[src/include/imt_map.svh]
`ifndef IMT_MAP_SVH
`define IMT_MAP_SVH

`define IMT_OFF_CTL_SET  8'h00
`define IMT_OFF_STAT     8'h04
`define IMT_OFF_SHIFT    8'h08
`define IMT_OFF_ADR      8'h0c
`define IMT_OFF_HIGH_PER 8'h10
`define IMT_OFF_LOW_PER  8'h14
`define IMT_OFF_CTL_CLR  8'h18

`define IMT_B_EN         6
`define IMT_B_START_REQ  5
`define IMT_B_STOP_REQ   4
`define IMT_B_SI         3
`define IMT_B_ACK_ASSERT 2
`define IMT_CTL_MASK 8'h7c

`define IMT_RST_CTL  8'h00
`define IMT_RST_ADR  8'h00
`define IMT_RST_SCL  16'h0004
`define IMT_ST_NONE  8'hf8

`define IMT_ST_START   8'h08
`define IMT_ST_RSTART  8'h10
`define IMT_ST_AW_ACK  8'h18
`define IMT_ST_AW_NACK 8'h20
`define IMT_ST_DT_ACK  8'h28
`define IMT_ST_DT_NACK 8'h30
`define IMT_ST_ARB     8'h38
`define IMT_ST_AR_ACK  8'h40
`define IMT_ST_AR_NACK 8'h48
`define IMT_ST_SR_OWN  8'h68
`define IMT_ST_SR_GC   8'h78
`define IMT_ST_ST_OWN  8'hb0

`endif

[src/include/imt_pkg.sv]
`default_nettype none
package imt_pkg;
    typedef enum logic [3:0] {
        S_IDLE  = 4'h0,
        S_WAIT  = 4'h1,
        S_START = 4'h3,
        S_HOLD  = 4'h2,
        S_LOW   = 4'h6,
        S_HIGH  = 4'h7,
        S_STOP1 = 4'h5,
        S_STOP2 = 4'h4,
        S_STOP3 = 4'hc,
        S_RSTA1 = 4'hd,
        S_RSTA2 = 4'hf,
        S_SLV   = 4'he
    } imt_state_type;

    typedef struct packed {
        imt_state_type st;
        logic [7:0]    ctl;
        logic [7:0]    stat;
        logic [7:0]    shreg;
        logic [7:0]    adr;
        logic [15:0]   high_per;
        logic [15:0]   low_per;
        logic [3:0]    bitn;
        logic          addr_ph;
        logic          rep;
        logic          lost;
        logic          ack_me;
        logic          scl_low;
        logic          sda_low;
        logic [31:0]   rdata;
        logic          err;
    } imt_core_type;

    typedef struct packed {
        logic scl_m;
        logic sda_m;
        logic scl_s;
        logic sda_s;
        logic sda_d;
        logic busy;
    } imt_sync_type;
endpackage
`default_nettype wire

[src/include/imt_link_if.sv]
`timescale 1ns/10ps
`default_nettype none
interface imt_link_if;
    logic        scl_s;
    logic        sda_s;
    logic        busy;
    logic        tmr_restart;
    logic [15:0] tmr_len;
    logic        tmr_done;
    modport syn  (output scl_s, sda_s, busy);
    modport tmr  (input tmr_restart, tmr_len, output tmr_done);
    modport core (input scl_s, sda_s, busy, tmr_done, output tmr_restart, tmr_len);
endinterface
`default_nettype wire

[src/core/imt_pin_sync.sv]
`timescale 1ns/10ps
`default_nettype none
module imt_pin_sync (
    input  wire logic  pclk,
    input  wire logic  presetn,
    input  wire logic  scl_in,
    input  wire logic  sda_in,
    imt_link_if.syn    lk
);
    import imt_pkg::*;

    imt_sync_type r;
    imt_sync_type n;

    always_comb begin
        n = r;
        n.scl_m = scl_in;
        n.sda_m = sda_in;
        n.scl_s = r.scl_m;
        n.sda_s = r.sda_m;
        n.sda_d = r.sda_s;
        // START falls on data with clock high; STOP rises
        if (r.scl_s && r.sda_d && !r.sda_s) begin
            n.busy = 1'b1;
        end else if (r.scl_s && !r.sda_d && r.sda_s) begin
            n.busy = 1'b0;
        end
    end

    always_ff @(posedge pclk or negedge presetn) begin
        if (!presetn) begin
            r <= '{scl_m: 1'b1, sda_m: 1'b1, scl_s: 1'b1, sda_s: 1'b1,
                   sda_d: 1'b1, busy: 1'b0};
        end else begin
            r <= n;
        end
    end

    assign lk.scl_s = r.scl_s;
    assign lk.sda_s = r.sda_s;
    assign lk.busy  = r.busy;
endmodule
`default_nettype wire

[src/core/imt_bit_timer.sv]
`timescale 1ns/10ps
`default_nettype none
module imt_bit_timer #(
    parameter int W = 16
) (
    input  wire logic  pclk,
    input  wire logic  presetn,
    imt_link_if.tmr    lk
);
    import imt_pkg::*;

    logic [W-1:0] cnt_r;
    logic [W-1:0] cnt_nxt;

    // Saturates so a late reader still sees done
    always_comb begin
        cnt_nxt = cnt_r;
        if (lk.tmr_restart) begin
            cnt_nxt = '0;
        end else if (!lk.tmr_done) begin
            cnt_nxt = cnt_r + W'(1);
        end
    end

    always_ff @(posedge pclk or negedge presetn) begin
        if (!presetn) begin
            cnt_r <= '0;
        end else begin
            cnt_r <= cnt_nxt;
        end
    end

    assign lk.tmr_done = (cnt_r >= W'(lk.tmr_len));
endmodule
`default_nettype wire

[src/core/imt_master_tx.sv]
// The register addresses and the APB slave port were left to the implementer.
`timescale 1ns/10ps
`default_nettype none
`include "imt_map.svh"
module imt_master_tx (
    input  wire logic        pclk,
    input  wire logic        presetn,
    input  wire logic        psel,
    input  wire logic        penable,
    input  wire logic        pwrite,
    input  wire logic [7:0]  paddr,
    input  wire logic [31:0] pwdata,
    output logic      [31:0] prdata,
    output logic             pready,
    output logic             pslverr,
    input  wire logic        scl_in,
    output logic             scl_out,
    output logic             scl_oe,
    input  wire logic        sda_in,
    output logic             sda_out,
    output logic             sda_oe
);
    import imt_pkg::*;

    imt_core_type r;
    imt_core_type n;
    logic         wr;
    logic         setup;
    logic         wait_hi;
    logic         si;
    logic         ack;
    logic [7:0]   nd;
    logic         acc;

    imt_link_if lk ();

    imt_pin_sync u_sync (
        .pclk    (pclk),
        .presetn (presetn),
        .scl_in  (scl_in),
        .sda_in  (sda_in),
        .lk      (lk.syn)
    );

    imt_bit_timer #(.W(16)) u_tmr (
        .pclk    (pclk),
        .presetn (presetn),
        .lk      (lk.tmr)
    );

    function automatic logic hit(input logic [7:0] a, input logic [7:0] off);
        return a == off;
    endfunction

    function automatic logic mapped(input logic [7:0] a);
        return hit(a, `IMT_OFF_CTL_SET) || hit(a, `IMT_OFF_STAT) ||
               hit(a, `IMT_OFF_SHIFT) || hit(a, `IMT_OFF_ADR) ||
               hit(a, `IMT_OFF_HIGH_PER) || hit(a, `IMT_OFF_LOW_PER) ||
               hit(a, `IMT_OFF_CTL_CLR);
    endfunction

    assign wr    = psel && penable && pwrite;
    assign setup = psel && !penable;
    assign si    = r.ctl[`IMT_B_SI];
    assign ack   = !lk.sda_s;
    assign nd    = {r.shreg[6:0], lk.sda_s};
    // Clock stretching: high time counts only once SCL is seen high
    assign wait_hi = (r.st == S_HIGH || r.st == S_RSTA2 || r.st == S_STOP2)
                     && !lk.scl_s;
    // own address answered only with acknowledge-assert
    assign acc = r.addr_ph && r.ctl[`IMT_B_ACK_ASSERT] &&
                 (nd[7:1] == r.adr[7:1] || (nd == 8'h00 && r.adr[0]));

    assign lk.tmr_len = (r.st == S_LOW || r.st == S_STOP1 || r.st == S_RSTA1)
                        ? r.low_per : r.high_per;
    assign lk.tmr_restart = (n.st != r.st) || wait_hi;

    always_comb begin
        n = r;
        if (wr && hit(paddr, `IMT_OFF_CTL_CLR)) begin
            n.ctl = r.ctl & ~(pwdata[7:0] & `IMT_CTL_MASK);
        end
        // Shifting bytes must not be overwritten mid-flight
        if (wr && hit(paddr, `IMT_OFF_SHIFT) && (si || r.st == S_IDLE)) begin
            n.shreg = pwdata[7:0];
        end
        if (wr && hit(paddr, `IMT_OFF_ADR)) begin
            n.adr = pwdata[7:0];
        end
        if (wr && hit(paddr, `IMT_OFF_HIGH_PER)) begin
            n.high_per = pwdata[15:0];
        end
        if (wr && hit(paddr, `IMT_OFF_LOW_PER)) begin
            n.low_per = pwdata[15:0];
        end

        case (r.st)
            S_IDLE: begin
                if (r.ctl[`IMT_B_EN] && r.ctl[`IMT_B_START_REQ] && !si) begin
                    n.st = S_WAIT;
                end
            end
            S_WAIT: begin
                if (!lk.busy) begin
                    n.st      = S_START;
                    n.sda_low = 1'b1;
                    n.rep     = 1'b0;
                end
            end
            S_START: begin
                if (lk.tmr_done) begin
                    n.st      = S_HOLD;
                    n.scl_low = 1'b1;
                    n.addr_ph = 1'b1;
                    n.lost    = 1'b0;
                    n.ctl[`IMT_B_SI] = 1'b1;
                    n.stat = r.rep ? `IMT_ST_RSTART : `IMT_ST_START;
                end
            end
            S_HOLD: begin
                if (!si) begin
                    if (!r.addr_ph && r.ctl[`IMT_B_STOP_REQ]) begin
                        n.st      = S_STOP1;
                        n.sda_low = 1'b1;
                    end else if (!r.addr_ph && r.ctl[`IMT_B_START_REQ]) begin
                        n.st      = S_RSTA1;
                        n.sda_low = 1'b0;
                    end else begin
                        n.st      = S_LOW;
                        n.bitn    = 4'd0;
                        n.sda_low = !r.shreg[7];
                    end
                end
            end
            S_LOW: begin
                // Data moves a cycle after the clock falls, never with it
                n.sda_low = (r.bitn == 4'd8) ? r.ack_me : (!r.lost && !r.shreg[7]);
                if (lk.tmr_done) begin
                    n.st      = S_HIGH;
                    n.scl_low = 1'b0;
                end
            end
            S_HIGH: begin
                if (lk.tmr_done && r.bitn != 4'd8) begin
                    n.shreg   = nd;
                    n.bitn    = r.bitn + 4'd1;
                    n.st      = S_LOW;
                    n.scl_low = 1'b1;
                    if (!r.sda_low && !lk.sda_s) begin
                        n.lost = 1'b1;
                    end
                    if (r.bitn == 4'd7) begin
                        n.ack_me  = n.lost && acc;
                    end
                end else if (lk.tmr_done) begin
                    n.st      = r.lost ? S_SLV : S_HOLD;
                    n.scl_low = 1'b1;
                    n.addr_ph = 1'b0;
                    n.ack_me  = 1'b0;
                    n.ctl[`IMT_B_SI] = 1'b1;
                    if (r.lost) begin
                        if (!r.ack_me) begin
                            n.stat = `IMT_ST_ARB;
                        end else if (r.shreg == 8'h00) begin
                            n.stat = `IMT_ST_SR_GC;
                        end else begin
                            n.stat = r.shreg[0] ? `IMT_ST_ST_OWN : `IMT_ST_SR_OWN;
                        end
                    end else if (r.addr_ph && r.shreg[0]) begin
                        n.stat = ack ? `IMT_ST_AR_ACK : `IMT_ST_AR_NACK;
                    end else if (r.addr_ph) begin
                        n.stat = ack ? `IMT_ST_AW_ACK : `IMT_ST_AW_NACK;
                    end else begin
                        n.stat = ack ? `IMT_ST_DT_ACK : `IMT_ST_DT_NACK;
                    end
                end
            end
            S_SLV: begin
                // Own acknowledge let go while the clock is low
                n.sda_low = 1'b0;
                if (!si) begin
                    n.scl_low = 1'b0;
                    n.lost    = 1'b0;
                    n.st = r.ctl[`IMT_B_START_REQ] ? S_WAIT : S_IDLE;
                end
            end
            S_STOP1: begin
                if (lk.tmr_done) begin
                    n.st      = S_STOP2;
                    n.scl_low = 1'b0;
                end
            end
            S_STOP2: begin
                if (lk.tmr_done) begin
                    n.st      = S_STOP3;
                    n.sda_low = 1'b0;
                    n.ctl[`IMT_B_STOP_REQ] = 1'b0;
                end
            end
            S_STOP3: begin
                if (lk.tmr_done) begin
                    n.st = r.ctl[`IMT_B_START_REQ] ? S_WAIT : S_IDLE;
                end
            end
            S_RSTA1: begin
                if (lk.tmr_done) begin
                    n.st      = S_RSTA2;
                    n.scl_low = 1'b0;
                end
            end
            S_RSTA2: begin
                if (lk.tmr_done) begin
                    n.st      = S_START;
                    n.sda_low = 1'b1;
                    n.rep     = 1'b1;
                end
            end
            default: begin
                n.st = S_IDLE;
            end
        endcase

        // disabled block lets go of the bus
        if (!r.ctl[`IMT_B_EN]) begin
            n.st      = S_IDLE;
            n.scl_low = 1'b0;
            n.sda_low = 1'b0;
            n.lost    = 1'b0;
        end

        // set address, applied last so set wins
        if (wr && hit(paddr, `IMT_OFF_CTL_SET)) begin
            n.ctl = n.ctl | (pwdata[7:0] & `IMT_CTL_MASK);
        end

        // Read data captured in setup, no wait states
        if (setup) begin
            n.err   = !mapped(paddr);
            n.rdata = 32'h0000_0000;
            if (hit(paddr, `IMT_OFF_CTL_SET)) begin
                n.rdata[7:0] = r.ctl;
            end else if (hit(paddr, `IMT_OFF_STAT)) begin
                n.rdata[7:0] = si ? r.stat : `IMT_ST_NONE;
            end else if (hit(paddr, `IMT_OFF_SHIFT)) begin
                n.rdata[7:0] = r.shreg;
            end else if (hit(paddr, `IMT_OFF_ADR)) begin
                n.rdata[7:0] = r.adr;
            end else if (hit(paddr, `IMT_OFF_HIGH_PER)) begin
                n.rdata[15:0] = r.high_per;
            end else if (hit(paddr, `IMT_OFF_LOW_PER)) begin
                n.rdata[15:0] = r.low_per;
            end
        end
    end

    always_ff @(posedge pclk or negedge presetn) begin
        if (!presetn) begin
            r <= '{st: S_IDLE, ctl: `IMT_RST_CTL, stat: `IMT_ST_NONE,
                   shreg: 8'h00, adr: `IMT_RST_ADR, high_per: `IMT_RST_SCL,
                   low_per: `IMT_RST_SCL, bitn: 4'd0, addr_ph: 1'b0,
                   rep: 1'b0, lost: 1'b0, ack_me: 1'b0, scl_low: 1'b0,
                   sda_low: 1'b0, rdata: 32'h0000_0000, err: 1'b0};
        end else begin
            r <= n;
        end
    end

    assign prdata  = r.rdata;
    assign pready  = 1'b1;
    assign pslverr = psel && penable && r.err;
    assign scl_out = 1'b0;
    // clock held low by output enable
    assign scl_oe  = r.scl_low;
    assign sda_out = 1'b0;
    assign sda_oe  = r.sda_low;
endmodule
`default_nettype wire

[config.mk]
export PLATFORM = sky130hd
export DESIGN_NAME = imt_master_tx
export DESIGN_NICKNAME = d
export VERILOG_FILES = /design/src/include/imt_pkg.sv /design/src/include/imt_link_if.sv /design/src/core/imt_pin_sync.sv /design/src/core/imt_bit_timer.sv /design/src/core/imt_master_tx.sv
export VERILOG_INCLUDE_DIRS = /design/src /design/src/include
export SDC_FILE = /design/constraint.sdc
export NUM_CORES = 1
export LEC_CHECK = 0
export BUFFER_PORTS_ARGS = -buffer_cell sky130_fd_sc_hd__buf_2
export CAP_MARGIN = 20
export CORE_ASPECT_RATIO = 0.7
export CORE_UTILIZATION = 25
export CTS_CLUSTER_DIAMETER = 100
export DETAILED_ROUTE_END_ITERATION = 8
export PLACE_DENSITY = 0.41
export SKIP_CTS_REPAIR_TIMING = 1
export SYNTH_ARGS = -nofsm -noshare
export SYNTH_HDL_FRONTEND = slang
export SYNTH_SLANG_ARGS = --single-unit
[constraint.sdc]
create_clock -name pclk -period 10 [get_ports pclk]
set_input_delay 1 -clock pclk [delete_from_list [all_inputs] [get_ports pclk]]
set_output_delay 1 -clock pclk [all_outputs]
set_load 0.02 [all_outputs]
==> results.json <==
{
  "syn-mean-instance-area_sq_um": 9.89,
  "slew_violations": 0,
  "yosys_warnings": 0,
  "nets": 759,
  "synth_common_cells": "dfrtp_1, nor2_1, mux2_2",
  "synth.top_cell.area_share_pct": 36.7,
  "setup.worst_path.end_class": "register",
  "grt_pass1_wl_microns": 30000,
  "hold_path_startpoint": "u_sync.n[3]",
  "drt-vias-per-instance": 4.92,
  "antenna_violation_net_count_after_detailed_routing": 0,
  "synth_area_sq_um": 6760,
  "grt_antenna_before_repair": 0,
  "detailed_place_hpwl_microns": 13900,
  "startpoint_type": "register",
  "wire_per_inst_microns": 18.0,
  "number_of_flops_mapped_to_enable_cells_by_yosys": 0,
  "totalPowerFinal_mw": 1.05,
  "synth_most_common_cell": "dfrtp_1",
  "r2r_start": "r[107]",
  "post_synth_inst_count": 683,
  "pwr_density_cell_nw_per_um2": 142,
  "cp_data_arrival_time_ps": 5230,
  "synth_async_sr_flop_share_pct": 100,
  "core-area_sq_um": 26100,
  "final_hold_violation_count": 0,
  "design.portCount": 85,
  "gpl.final_weighted_congestion": 0.823,
  "worst_slew_pin_slew_ps": 1050,
  "slew_headroom_pct": 29.7,
  "numCtsBuffers": 9,
  "drc": 0,
  "synthDominantAreaCellType": "dfrtp_1",
  "grt_remaining_overflow": 0,
  "cts.root.buffer_cell": "clkbuf_16",
  "grt_pass1_vias": 5131,
  "final_period_minus_worst_setup_slack_ps": 4970,
  "track_usage_pct": 14.2,
  "timing.critical_path.from": "r[107]",
  "synth_top_cells_by_area": "dfrtp_1, mux2_2, mux2i_1",
  "worst_skew_pair.late_latency_ps": 360,
  "gr-max-usage-layer": "met1",
  "static-leakage-power_nw": 3.31,
  "timing.hold.worst.class": "register to register",
  "antenna-diode-count": 0,
  "seq_area_frac_synth_pct": 41.3,
  "grt_max_degree": 64,
  "layout.filler_cells": 2752,
  "effective_utilization_at_floorplan_pct": 25.9,
  "postSynth.topFlopCell": "dfrtp_1",
  "place_area_sq_um": 7130,
  "postRouteWirelength_microns": 18900,
  "critPathKind": "register to register",
  "critPathMaxFanout": 24,
  "post_route_cells_drive_above_1_share_pct": 22.4,
  "finish.instance_area_sq_um": 7430,
  "finClkSkew_ps": 8.14,
  "grt.met3_usage_pct": 2.93,
  "initialDrtViolationCount": 482,
  "hold_ws_ps": 357,
  "h-tree-depth": 3,
  "site_rows": 49,
  "dieHeight_microns": 140,
  "run_status": "finished clean",
  "final.setup.tns_ps": 0,
  "num_vias": 5190,
  "dieWidth_microns": 199,
  "worstPathRequired_ps": 10260,
  "max-vdd-ir-drop_uv": 78.9,
  "clock.fmax_mhz": 201,
  "cts_sinks": 111,
  "cts_max_path_buffers": 2,
  "cts_tree": "yes",
  "drt-pass1-iter-count": 5,
  "groute.layer.met2.usage_pct": 20.7,
  "finalSetupViolations": 0,
  "final_min_period_over_clock_period_pct": 49.7,
  "dieArea_sq_um": 27700,
  "clkSlewWorstSetupHoldPaths_ps": 70,
  "area_growth_syn_to_layout_pct": 9.91,
  "rsz0062_at_grt": "no",
  "synth-seq-cells": 111,
  "synth_cell_types": 74,
  "cap_viol_max_count": 0,
  "buffer_ports.inserted": 49,
  "grt.met1_usage_pct": 21.3
}
==> worst max-delay path, cell delays in order (launching register included) <==
cell and delay, ps:
dfrtp_1 820, nand2b_1 360, nor2_1 80, o21ai_2 140, buf_4 310, mux2_2 390, ha_1 280, nand2b_1 150
a2111oi_0 530, and4bb_1 290, or3_2 640, nand3_1 610, nor2_1 90, a21oi_1 180
==> sequential cells by signal, indices dropped and copies added, names as in the netlist, named ones only <==
signal and count:
nd 7, prdata 16, r 61, scl_oe 1, sda_oe 1, u_sync.lk.busy 1
u_sync.lk.scl_s 1, u_sync.lk.sda_s 1, u_sync.n 2, u_sync.r 1, u_tmr.cnt_r 16
==> per-layer routing <==
metal	vias to the layer above	share of wire, %
met3	17	4.9
met4	0	1.1
met1	2585	51
li1	2454	-
met5	-	0
met2	134	43
==> stage by stage <==
step	utilization [%]	cells	setup slack, ps
3_5_place_dp	27.3	1038	5100
6_report	28.4	1054	5030
3_3_place_gp	27.3	1037	5210
4_1_cts	28.4	1054	5060
5_1_grt	28.4	1054	4760
2_1_floorplan	-	700	5700
==> cells by family after synthesis <==
kind of cell    Yosys count  synth area share, %
other cells               2                0.111
simple gates            205                 16.2
fa+ha+maj                20                 3.70
compound gates          145                 14.3
mux                      86                 13.6
xor+xnor                 25                 3.24
flops                   111                 41.3
buf+inv                  89                 7.61
==> where the power goes <==
group	internal, mW	switching (mW)	total [mW]	leakage, nW
registers	0.467	0.0216	0.489	1.45
logic	0.0644	0.139	0.203	1.71
clock network	0.185	0.174	0.360	0.146
==> area by class of cell <==
class | instances | area [sq um] | area share (%)
clock buffer | 11 | 253 | 3.40
clock inverter | 5 | 40.0 | 0.539
inverter | 13 | 48.8 | 0.657
multi-input combinational | 500 | 3530 | 47.5
sequential | 111 | 2790 | 37.6
tap | 357 | 447 | 6.01
timing repair buffer | 57 | 315 | 4.25
==> path summary, 6_finish.rpt <==
kind / slack (ps) / cells past startpoint / endpoint
max in group asynchronous: 8010 / 2 / r[79]
setup / recovery: 5030 / 13 / nd[6]
setup reg to reg: 5030 / 13 / nd[6]
hold reg to reg: 360 / 0 / u_sync.lk.scl_s
min in group asynchronous: 670 / 1 / r[42]
hold / removal: 360 / 0 / u_sync.lk.scl_s
==> cells in the final DEF, fill, tap and decap left out, drive strengths merged, types with 4 or more instances in the layout <==
cell type	netlist	final
clkbuf	27	11
buf	49	57
o31ai	14	14
nor2b	6	6
a21oi	34	34
nor3b	4	4
o21ai	36	36
nand2	43	43
conb	2	19
nand4	17	17
and3	6	6
o22ai	4	4
a21o	5	5
xor2	16	16
mux2	44	44
mux2i	42	42
dfstp	12	12
nand3	19	19
a22o	7	7
dfrtp	99	99
xnor2	9	9
a31oi	8	8
nor3	33	33
nand2b	7	7
inv	13	15
ha	20	20
nor2	48	48
No activity file was read; power rests on OpenSTA's default activity.
